## src/logic/csm_pkg.sv

```systemverilog
// Shared types and constants for the communication security mode control
package csm_pkg;
   localparam int NUM_KEYSETS = 4;
   localparam int NUM_ZONES   = 16;
   localparam int ZONE_W      = 4;
   localparam int KEY_W       = 2;
   localparam int WORD_W      = 64;

   typedef enum logic [1:0] {
      MODE_NORMAL = 2'b00,
      MODE_AUTH   = 2'b01,
      MODE_ENC    = 2'b10
   } comm_mode_t;

   typedef enum logic [3:0] {
      CMD_VERIFY     = 4'h1,
      CMD_CHECKSUM   = 4'h2,
      CMD_DESELECT   = 4'h3,
      CMD_IDLE       = 4'h4,
      CMD_ENC_ACT    = 4'h5,
      CMD_SEC_ERR    = 4'h6,
      CMD_WRITE_USER = 4'h7,
      CMD_READ_USER  = 4'h8,
      CMD_SET_ZONE   = 4'h9
   } cmd_code_t;

   // One command from the RF command decoder; arg is key index or zone number
   typedef struct packed {
      cmd_code_t          code;
      logic [7:0]         arg;
      logic [WORD_W-1:0]  host_rand;
      logic [WORD_W-1:0]  challenge_value;
      logic               cks_ok;
   } cmd_t;

   typedef struct packed {
      logic [KEY_W-1:0]   key_idx;
      logic [WORD_W-1:0]  cryptogram;
      logic [WORD_W-1:0]  host_rand;
   } eng_req_t;

   typedef struct packed {
      logic [WORD_W-1:0]  challenge_value;
      logic [WORD_W-1:0]  cryptogram;
      logic [WORD_W-1:0]  session_key;
   } eng_rsp_t;

   localparam logic [7:0] KEY_IDX_MAX = 8'h03;

   // Attempt counter coding
   localparam logic [7:0] FAIL_NONE = 8'hFF;
   localparam logic [7:0] FAIL_ONE  = 8'hEE;
   localparam logic [7:0] FAIL_TWO  = 8'hCC;
   localparam logic [7:0] FAIL_THR  = 8'h88;
   localparam logic [7:0] FAIL_LOCK = 8'h00;

   // Zone field layout and values
   localparam int         SM_MSB        = 2;
   localparam int         AUTH_KEY_LSB  = 6;
   localparam int         PGM_KEY_LSB   = 4;
   localparam logic [2:0] SEC_MODE_ENC  = 3'b110;
   localparam logic [2:0] SEC_MODE_OPEN = 3'b111;
   localparam logic [7:0] ZACC_RST      = 8'hFF;
   localparam logic [7:0] ZKEY_RST      = 8'hFF;

   // Register map: bank in addr[5:4], index in addr[3:0]
   localparam logic [1:0] BANK_ZACC   = 2'h0;
   localparam logic [1:0] BANK_ZKEY   = 2'h1;
   localparam logic [1:0] BANK_STATUS = 2'h2;
   localparam logic [1:0] BANK_FAIL   = 2'h3;
   localparam int         ST_KEY_LSB  = 2;
   localparam int         ST_ZONE_LSB = 4;
endpackage

```

## src/logic/comm_security_mode_control.sv

```systemverilog
// Communication security mode control: mutual authentication, key sets and zone modes
// What this block does
// - key index zero to three picks key set
// - compare own challenge with host challenge
// - match stores cryptogram, session key, clears counter, ACK
// - counter and cryptogram rewritten when a started engine finishes with the field still present
// - zone change keeps authentication mode
// - checksum required on user writes when authenticated
// - passwords encrypted in authentication mode
// - leave mode on error, verify, power, deselect, idle
// - bad checksum resets engine, normal mode, NACK
// - three modes, normal by default
// - encryption only after authentication plus activation
// - zone mode field defaults ones, 110b and 111b
// - mode 110b needs encryption with zone key set
// - thermometer failure counter locks at zero
// - unsupported counter code means locked
//
// Design decisions made here: the address-and-strobe port and the register addresses.
`timescale 1ns/100ps
`default_nettype none
module comm_security_mode_control (
   input  wire logic                        sys_clk,
   input  wire logic                        arst_n,
   input  wire logic                        rf_field_ok,
   input  wire logic                        cmd_valid,
   input  wire csm_pkg::cmd_t               cmd,
   output logic                             cmd_ready,
   output logic                             rsp_valid,
   output logic                             rsp_ack,
   output logic                             eng_start,
   output csm_pkg::eng_req_t                eng_req,
   output logic                             eng_reset,
   input  wire logic                        eng_done,
   input  wire csm_pkg::eng_rsp_t           eng_rsp,
   output csm_pkg::comm_mode_t              comm_mode,
   output logic                             pw_encrypt,
   output logic                             data_encrypt,
   output logic                             cks_required,
   output logic                             rd_grant,
   output logic                             wr_grant,
   output logic [csm_pkg::WORD_W-1:0]       session_key,
   input  wire logic [5:0]                  reg_addr,
   input  wire logic [7:0]                  reg_wdata,
   input  wire logic                        reg_wr,
   input  wire logic                        reg_rd,
   output logic [7:0]                       reg_rdata
);
   typedef enum logic [0:0] {
      S_IDLE = 1'b0,
      S_WAIT = 1'b1
   } fsm_t;

   typedef struct packed {
      fsm_t                                          fsm;
      csm_pkg::comm_mode_t                           mode;
      logic [csm_pkg::KEY_W-1:0]                     key;
      logic [csm_pkg::ZONE_W-1:0]                    zone;
      logic [csm_pkg::NUM_KEYSETS-1:0][7:0]          fail_cnt;
      logic [csm_pkg::NUM_KEYSETS-1:0][csm_pkg::WORD_W-1:0] crypt;
      logic [csm_pkg::NUM_KEYSETS-1:0][csm_pkg::WORD_W-1:0] sess;
      logic [csm_pkg::NUM_ZONES-1:0][7:0]            zacc;
      logic [csm_pkg::NUM_ZONES-1:0][7:0]            zkey;
      logic [csm_pkg::WORD_W-1:0]                    rand_v;
      logic [csm_pkg::WORD_W-1:0]                    chal;
      logic                                          rsp_v;
      logic                                          rsp_a;
      logic                                          start;
      logic                                          e_rst;
      logic [7:0]                                    rdata;
   } state_t;

   localparam state_t ST_RST = '{
      fsm:   S_IDLE,
      mode:  csm_pkg::MODE_NORMAL,
      fail_cnt: {csm_pkg::NUM_KEYSETS{csm_pkg::FAIL_NONE}},
      zacc:  {csm_pkg::NUM_ZONES{csm_pkg::ZACC_RST}},
      zkey:  {csm_pkg::NUM_ZONES{csm_pkg::ZKEY_RST}},
      default: '0
   };

   state_t st_r;
   state_t st_nxt;

   // Unsupported codes count as locked, so a corrupted counter never reopens a key set
   function automatic logic fail_locked(input logic [7:0] v);
      case (v)
         csm_pkg::FAIL_NONE, csm_pkg::FAIL_ONE, csm_pkg::FAIL_TWO, csm_pkg::FAIL_THR: fail_locked = 1'b0;
         default: fail_locked = 1'b1;
      endcase
   endfunction

   function automatic logic [7:0] fail_next(input logic [7:0] v);
      case (v)
         csm_pkg::FAIL_NONE: fail_next = csm_pkg::FAIL_ONE;
         csm_pkg::FAIL_ONE:  fail_next = csm_pkg::FAIL_TWO;
         csm_pkg::FAIL_TWO:  fail_next = csm_pkg::FAIL_THR;
         default:            fail_next = csm_pkg::FAIL_LOCK;
      endcase
   endfunction

   logic [2:0]                sec_mode;
   logic [csm_pkg::KEY_W-1:0] zone_key;
   logic                      key_match;
   logic [1:0]                bank;
   logic [3:0]                idx;

   always_comb begin
      sec_mode = st_r.zacc[st_r.zone][csm_pkg::SM_MSB:0];
      zone_key = st_r.zkey[st_r.zone][csm_pkg::AUTH_KEY_LSB +: csm_pkg::KEY_W];
      key_match = (st_r.mode == csm_pkg::MODE_ENC) && (st_r.key == zone_key);
      bank = reg_addr[5:4];
      idx = reg_addr[3:0];
   end

   // Any zone mode other than open is gated on encryption with the zone's key set
   assign rd_grant     = (sec_mode == csm_pkg::SEC_MODE_OPEN) || key_match;
   assign wr_grant     = (sec_mode == csm_pkg::SEC_MODE_OPEN) || key_match;
   assign cks_required = (st_r.mode != csm_pkg::MODE_NORMAL)
                         || (sec_mode == csm_pkg::SEC_MODE_ENC);
   assign pw_encrypt   = (st_r.mode != csm_pkg::MODE_NORMAL);
   assign data_encrypt = (st_r.mode == csm_pkg::MODE_ENC);
   assign comm_mode    = st_r.mode;
   assign session_key  = st_r.sess[st_r.key];
   assign cmd_ready    = (st_r.fsm == S_IDLE);
   assign rsp_valid    = st_r.rsp_v;
   assign rsp_ack      = st_r.rsp_a;
   assign eng_start    = st_r.start;
   assign eng_reset    = st_r.e_rst;
   assign reg_rdata    = st_r.rdata;
   assign eng_req      = '{key_idx: st_r.key, cryptogram: st_r.crypt[st_r.key], host_rand: st_r.rand_v};

   always_comb begin
      st_nxt = st_r;
      st_nxt.rsp_v = 1'b0;
      st_nxt.rsp_a = 1'b0;
      st_nxt.start = 1'b0;
      st_nxt.e_rst = 1'b0;
      st_nxt.rdata = '0;

      if (reg_rd) begin
         case (bank)
            csm_pkg::BANK_ZACC: st_nxt.rdata = st_r.zacc[idx];
            csm_pkg::BANK_ZKEY: st_nxt.rdata = st_r.zkey[idx];
            csm_pkg::BANK_STATUS: begin
               st_nxt.rdata = {st_r.zone, st_r.key, st_r.mode};
            end
            csm_pkg::BANK_FAIL: begin
               if (idx < 4'(csm_pkg::NUM_KEYSETS)) begin
                  st_nxt.rdata = st_r.fail_cnt[idx[csm_pkg::KEY_W-1:0]];
               end
            end
            default: st_nxt.rdata = '0;
         endcase
      end
      if (reg_wr) begin
         case (bank)
            csm_pkg::BANK_ZACC: st_nxt.zacc[idx] = reg_wdata;
            csm_pkg::BANK_ZKEY: st_nxt.zkey[idx] = reg_wdata;
            default: ;
         endcase
      end

      case (st_r.fsm)
         S_IDLE: begin
            if (cmd_valid) begin
               st_nxt.rsp_v = 1'b1;
               case (cmd.code)
                  csm_pkg::CMD_VERIFY: begin
                     st_nxt.mode = csm_pkg::MODE_NORMAL;
                     if (cmd.arg <= csm_pkg::KEY_IDX_MAX) begin
                        st_nxt.key = cmd.arg[csm_pkg::KEY_W-1:0];
                        if (!fail_locked(st_r.fail_cnt[cmd.arg[csm_pkg::KEY_W-1:0]])) begin
                           st_nxt.rand_v = cmd.host_rand;
                           st_nxt.chal = cmd.challenge_value;
                           st_nxt.start = 1'b1;
                           st_nxt.rsp_v = 1'b0;
                           st_nxt.fsm = S_WAIT;
                        end
                     end
                  end
                  csm_pkg::CMD_CHECKSUM: begin
                     if (cmd.cks_ok) begin
                        st_nxt.rsp_a = 1'b1;
                     end else begin
                        st_nxt.mode = csm_pkg::MODE_NORMAL;
                        st_nxt.e_rst = 1'b1;
                     end
                  end
                  csm_pkg::CMD_DESELECT, csm_pkg::CMD_IDLE, csm_pkg::CMD_SEC_ERR: begin
                     st_nxt.mode = csm_pkg::MODE_NORMAL;
                     st_nxt.e_rst = 1'b1;
                     st_nxt.rsp_a = (cmd.code != csm_pkg::CMD_SEC_ERR);
                  end
                  csm_pkg::CMD_ENC_ACT: begin
                     if (st_r.mode == csm_pkg::MODE_AUTH) begin
                        st_nxt.mode = csm_pkg::MODE_ENC;
                        st_nxt.rsp_a = 1'b1;
                     end
                  end
                  csm_pkg::CMD_SET_ZONE: begin
                     st_nxt.zone = cmd.arg[csm_pkg::ZONE_W-1:0];
                     st_nxt.rsp_a = 1'b1;
                  end
                  csm_pkg::CMD_WRITE_USER: begin
                     if (cks_required && !cmd.cks_ok) begin
                        st_nxt.mode = csm_pkg::MODE_NORMAL;
                        st_nxt.e_rst = 1'b1;
                     end else begin
                        st_nxt.rsp_a = wr_grant;
                     end
                  end
                  csm_pkg::CMD_READ_USER: st_nxt.rsp_a = rd_grant;
                  default: ;
               endcase
            end
         end
         S_WAIT: begin
            if (!rf_field_ok) begin
               st_nxt.fsm = S_IDLE;
            end else if (eng_done) begin
               st_nxt.fsm = S_IDLE;
               st_nxt.rsp_v = 1'b1;
               st_nxt.crypt[st_r.key] = eng_rsp.cryptogram;
               if (eng_rsp.challenge_value == st_r.chal) begin
                  st_nxt.sess[st_r.key] = eng_rsp.session_key;
                  st_nxt.fail_cnt[st_r.key] = csm_pkg::FAIL_NONE;
                  st_nxt.mode = csm_pkg::MODE_AUTH;
                  st_nxt.rsp_a = 1'b1;
               end else begin
                  st_nxt.fail_cnt[st_r.key] = fail_next(st_r.fail_cnt[st_r.key]);
               end
            end
         end
         default: st_nxt.fsm = S_IDLE;
      endcase

      // Power loss wins over mode, responses and engine start; the mode must not survive the field dropping
      if (!rf_field_ok) begin
         st_nxt.mode = csm_pkg::MODE_NORMAL;
         st_nxt.rsp_v = 1'b0;
         st_nxt.rsp_a = 1'b0;
         st_nxt.start = 1'b0;
      end
   end

   always_ff @(posedge sys_clk or negedge arst_n) begin
      if (!arst_n) begin
         st_r <= ST_RST;
      end else begin
         st_r <= st_nxt;
      end
   end
endmodule
`default_nettype wire

```

## config.mk

```make
export PLATFORM = sky130hd
export DESIGN_NAME = comm_security_mode_control
export DESIGN_NICKNAME = d
export VERILOG_FILES = /design/src/logic/csm_pkg.sv /design/src/logic/comm_security_mode_control.sv
export SDC_FILE = /design/constraint.sdc
export NUM_CORES = 2
export LEC_CHECK = 0
export ABC_AREA = 1
export BUFFER_PORTS_ARGS = -buffer_cell sky130_fd_sc_hd__buf_4
export CORE_MARGIN = 3
export CORE_UTILIZATION = 53
export DETAILED_ROUTE_END_ITERATION = 7
export PLACE_DENSITY_LB_ADDON = 0.1
export SYNTH_ARGS = -nofsm -noshare
export SYNTH_HDL_FRONTEND = slang
export SYNTH_SLANG_ARGS = --single-unit
export TNS_END_PERCENT = 5
```

## constraint.sdc

```tcl
create_clock -name sys_clk -period 2.6 [get_ports sys_clk]
set_clock_uncertainty 0.1 [all_clocks]
set_input_delay 0.13 -clock sys_clk [delete_from_list [all_inputs] [get_ports sys_clk]]
set_output_delay 0.13 -clock sys_clk [all_outputs]
set_load 0.01 [all_outputs]
```

* Word-level counts from Yosys, hierarchy flattened
Cells that the tools add are included.
Widths: inputs -> output; s select.
** Operators by class
- Add/sub/neg operators :: 0
- $mul :: 0
- Divide/modulo/power cells :: 0
- $lt $le $gt $ge :: 9
- Equality and inequality tests :: 33
- Shift operators :: 0
- Muxes and demuxes :: 76
- Bitwise operators :: 3
- Reductions and logical operators :: 20
** Operator list (count)
- $bwmux 256 :: 2
- $bmux 64 s2 :: 2
- $bwmux 128 :: 2
- $mux 64 :: 3
- $bmux 8 s4 :: 4
- $demux 64 s2 :: 1
- $mux 8 :: 14
- $eq 64x64->1 :: 1
- $eq 8x8->1 const B :: 7
- $bmux 8 s2 :: 3
- $bwmux 32 :: 1
- $demux 8 s4 :: 1
- $mux 32 :: 1
- $or 32x32->32 :: 1
- $pmux 8 s4 :: 1
- $pmux 8 s3 :: 1
- $mux 2 :: 10
- $mux 1 :: 18
- $demux 8 s2 :: 1
- $eq 4x3->1 const B :: 4
- $ne 4x4->1 const B :: 3
- $lt 4x5->1 const B :: 2
- $lt 2x3->1 const B :: 3
- $mux 3 :: 3
- 35 further kinds :: 52
** Storage, ports and cells
- Register bits after elaboration :: 949
- Bits in latches :: 0
- RAM bits :: 0
- ROM bits :: 0
- Bits of input ports :: 354
- Memories :: 0

* Logic depth before layout (Yosys ltp)
- Depth in word-level cells :: 15
- Depth in mapped cells :: 17
- Mapped depth without buffers :: 15

* Worst setup path before layout
OpenSTA, ideal clock, no wires.
- Kind :: register to register
- Start point :: reg st_r[57] (netlist name)
- End point :: reg st_r[515] (netlist name)
- Setup time :: 0.120 ns
- Data arrival time :: 1.808 ns
- Path slack :: 0.572 ns
- Cell stages (with the launch flop) :: 14
- Path buffers :: 2
- Period minus slack after synthesis :: 2.028 ns
- Path through :: dfrtp_1 -> or2_0 -> a21oi_1 -> nand3_1 -> nor2_1 -> nand2_1 -> nor2_2 -> nand2_2 -> inv_4 -> nand2_2 -> buf_2 -> clkbuf_1 -> o21ai_0 -> inv_1
** Between the ends
- Longest elaborated chain between the ends :: 2
** RTL lines
- from (decl) :: RTL line comm_security_mode_control.sv:82 : state_t st_r;
- from (signal assigned) :: RTL line comm_security_mode_control.sv:251 : st_r <= st_nxt;
- $eq 64x64->1 :: RTL line comm_security_mode_control.sv:225 : if (eng_rsp.challenge_value == st_r.chal) begin
- $reduce_and 4->1 (no source line)
No other way between the ends.
A chain may end at the register's enable or synchronous reset.

* Worst setup path after layout
- Start point :: reg st_r[940] (netlist name)
- End point :: out cks_required
** Between the ends
- Longest elaborated chain between the ends :: 4
** RTL lines
- $bmux 8 s4 :: RTL line comm_security_mode_control.sv:109 : sec_mode = st_r.zacc[st_r.zone][csm_pkg::SM_MSB:0];
- $mux 3 (implied by the code) :: RTL line comm_security_mode_control.sv:109
- $eq 3x3->1 :: RTL line comm_security_mode_control.sv:120 : || (sec_mode == csm_pkg::SEC_MODE_ENC);
- $logic_or 1x1->1 :: RTL line comm_security_mode_control.sv:120
- to (decl) :: RTL line comm_security_mode_control.sv:39 : output logic cks_required,
No other way between the ends. The select of a mux whose other input is x is not followed.

==> reports/qor.yml <==
grt:
  grt_max_degree: 131
  grt_usage_pct: 31.81
  antenna_found_initial: 13
  grt_pass1_vias: 38420
  grt_pass1_wl_mm: 218.3
  gr-total-overflow: 0
logic_synthesis:
  synth_flop_cell: "dfrtp_1"
  syn_nets: 5520
  synthDistinctLibCells: 43
  yosysWarnings: 0
  syn_inst: 5166
  synth-edff-count: 0
  syn_area_um2: 43830
  postSynthAreaPerCell_um2: 8.484
  synth-seq-cells: 949
  synth_async_sr_flop_share_pct: 100.0
  ys_seq_area_share_pct: 55.01
floorplanning:
  die_w_um: 293.6
  row_count: 104
  core_area_um2: 81200
  die-height_um: 293.6
  initial_core_util_pct: 53.97
  dieArea_um2: 86180
  ioPinCount: 568
sta:
  hold_violations: 0
  min_period_ns: 2.617
  maxSlewHeadroom_pct: 54.09
  finalCritPeriodShare_pct: 100.6
  drv_slew: 0
  fin_ws_ns: -0.01676
  worst_slew_pin_slew_ns: 0.6886
  setup_viol: 1
  fmax_mhz: 382.2
  rsz0062_at_grt: "yes"
  hold_slack_ns: 0.05787
worst_setup_path:
  crit_fanout: 10
  max_stage_delay_ns: 0.45
  cp-end-kind: "output pin"
  crit_path_start_kind: "flip-flop"
  crit_top_cell: "buf_4"
  crit_arrival_ns: 2.39
  path_cells: "buf_4, clkbuf_16, nor2_2, nor2_1, o21ai_0, nand3_1, nand3_1, nand2_1, o21bai_1, buf_4, buf_4"
  critPathSlowestCell: "dfrtp_2"
  crit_type: "flip-flop to output pin"
  required_ns: 2.37
layout:
  fin_area_um2: 56380
  seq_area_um2: 24110
  final_common_cell: "nand2_1"
  multiInputGateArea_um2: 15820
  fillers: 6347
  layout.nets: 6275
  layout_common_cells: "nand2_1, o21ai_0, buf_4"
  syn_to_final_growth_pct: 28.65
  layout-drive-gt1-share_pct: 21.12
placed_design:
  placed_area_um2: 49440
  numPortBuffers: 567
  routabilityCongestion: 0.9434
  dp_hpwl_mm: 88.53
routing:
  dr.pass1.iters: 6
  via_per_inst: 5.548
  drt.antenna.violating_nets: 0
  wirelength_mm: 139.5
  vias: 39257
  wire_per_inst_um: 19.72
  drc_errors: 0
  drtIter0Drc: 3309
worst_hold_path:
  holdCritPathClass: "input pin to flip-flop"
status:
  status: "finished with violations"
  violations: "negative setup slack"
clock_network:
  cts_buffers: 102
  cts_max_path_buffers: 3
  cts_num_sinks: 949
  cts_tree: "done"
  cts_root_buf: "clkbuf_16"
  cts.clk_slew.worst_paths_ns: 0.06
  htree_levels: 3
  clock_latency_ns: 0.66
power:
  p_leak_nw: 27.39
  ir_worst_vdd_uv: 564.7
  p_total_mw: 34.59
  power_density_nw_per_um2: 613.5
job:
  maxCapViolations: 0
-- registers in the layout (all words and copies together), names as in the netlist --
register / flops
reg_rdata: 8
rsp_ack: 1
eng_start: 1
eng_req: 66
comm_mode: 2
st_r: 869
eng_reset: 1
rsp_valid: 1
-- kinds of logic (layout without fill, tap and decap cells) --
group           after synthesis  count (layout)  synth area share (%)
simple gates               1893            1893                 16.96
compound gates             1292            1292                 17.44
buf+inv                     973            1812                 9.407
flops                       949             949                 55.01
xor+xnor                     59              59                 1.179
other cells                   0              11                     0
-- path summary, 6_finish.rpt --
check | startpoint | end | slack, ns | cells after the start
setup / recovery | st_r[940] | cks_required | -0.02 | 11
hold / removal | cmd[130] | eng_req[129] | 0.06 | 4
setup reg to reg | st_r[67] | st_r[573] | 0.07 | 10
hold reg to reg | st_r[757] | st_r[757] | 0.37 | 2
max in group asynchronous | arst_n | reg_rdata[6] | 1.29 | 3
min in group asynchronous | arst_n | st_r[289] | 0.18 | 2
-- report_power, final --
group / internal (mW) / switching (mW)
Clock: 8.63 / 6.11
Sequential: 15.8 / 0.391
Combinational: 1.67 / 2.03
-- cells in the mapped netlist, types with 9 or more instances --
master    count  area (um^2)
a22oi_1     253         1899
nor2_1      140        525.5
nor3_1       11        55.05
nand4_1      19        118.9
xnor2_1      53        464.2
dfstp_2     288         7567
a21oi_1      60        300.3
o221ai_1     83        727.0
o21ai_1      47        235.2
o21ai_0     757         3789
buf_6        12        135.1
nand2_1    1535         5762
o211ai_1     16        120.1
buf_4        82        615.6
inv_1       561         2106
nand3_1     170        850.8
o22ai_1      34        212.7
o22a_1       17        148.9
buf_2        56        280.3
clkbuf_1    226        848.3
dfrtp_1     661        16540
a22o_1        9        78.83
buf_1        24        90.09
-- stage by stage --
| stage | utilization, % | instances | TNS, ns | setup slack (ns) |
|---|---|---|---|---|
| final | 69.44 | 7076 | -0.01676 | -0.01676 |
| after global routing | 69.42 | 7072 | -0.4819 | -0.1218 |
| after CTS | 69.07 | 7053 | -0.1214 | -0.06027 |
| after detailed placement | 60.89 | 6565 | 0 | 0.1269 |
| after global placement | 60.89 | 6565 | 0 | 0.1847 |
| after floorplan | - | 5166 | 0 | 0.5721 |
-- area by class of cell --
cell class	count	share of cell area [%]
clock inverters	39	0.7989
inverters	573	3.859
diodes	11	0.04882
multi-input cells	3244	28.06
clock buffers	149	5.266
repair buffers	1051	16.86
well taps	1060	2.352
flip-flops and latches	949	42.76
-- critical path: cells and delay by family (launching register included) --
family / cells / cell delay (ns)
compound gates: 2 / 0.19
flops: 1 / 0.45
buf+inv: 4 / 0.63
simple gates: 5 / 0.46
-- layer usage --
metal  vias up  part of all wire, %  GRT usage, %
met2      1681                   46         50.56
met1     18875                   41         43.38
li1      18318                    -             -
met5         -                0.015             0
met4         4                  4.3         13.18
met3       379                  7.9         5.790
-- repair_timing --
action | CTS | global route
pin swaps | 2 | 13
resized for setup | 31 | 46
buffers inserted | 2 | 10
setup endpoints to repair | 131 | 291
cloned | 5 | 3
hold buffers | 293 | 0
endpoints found under the hold margin | 1607 | 0
Note: power is estimated with default switching activity, not from simulation.
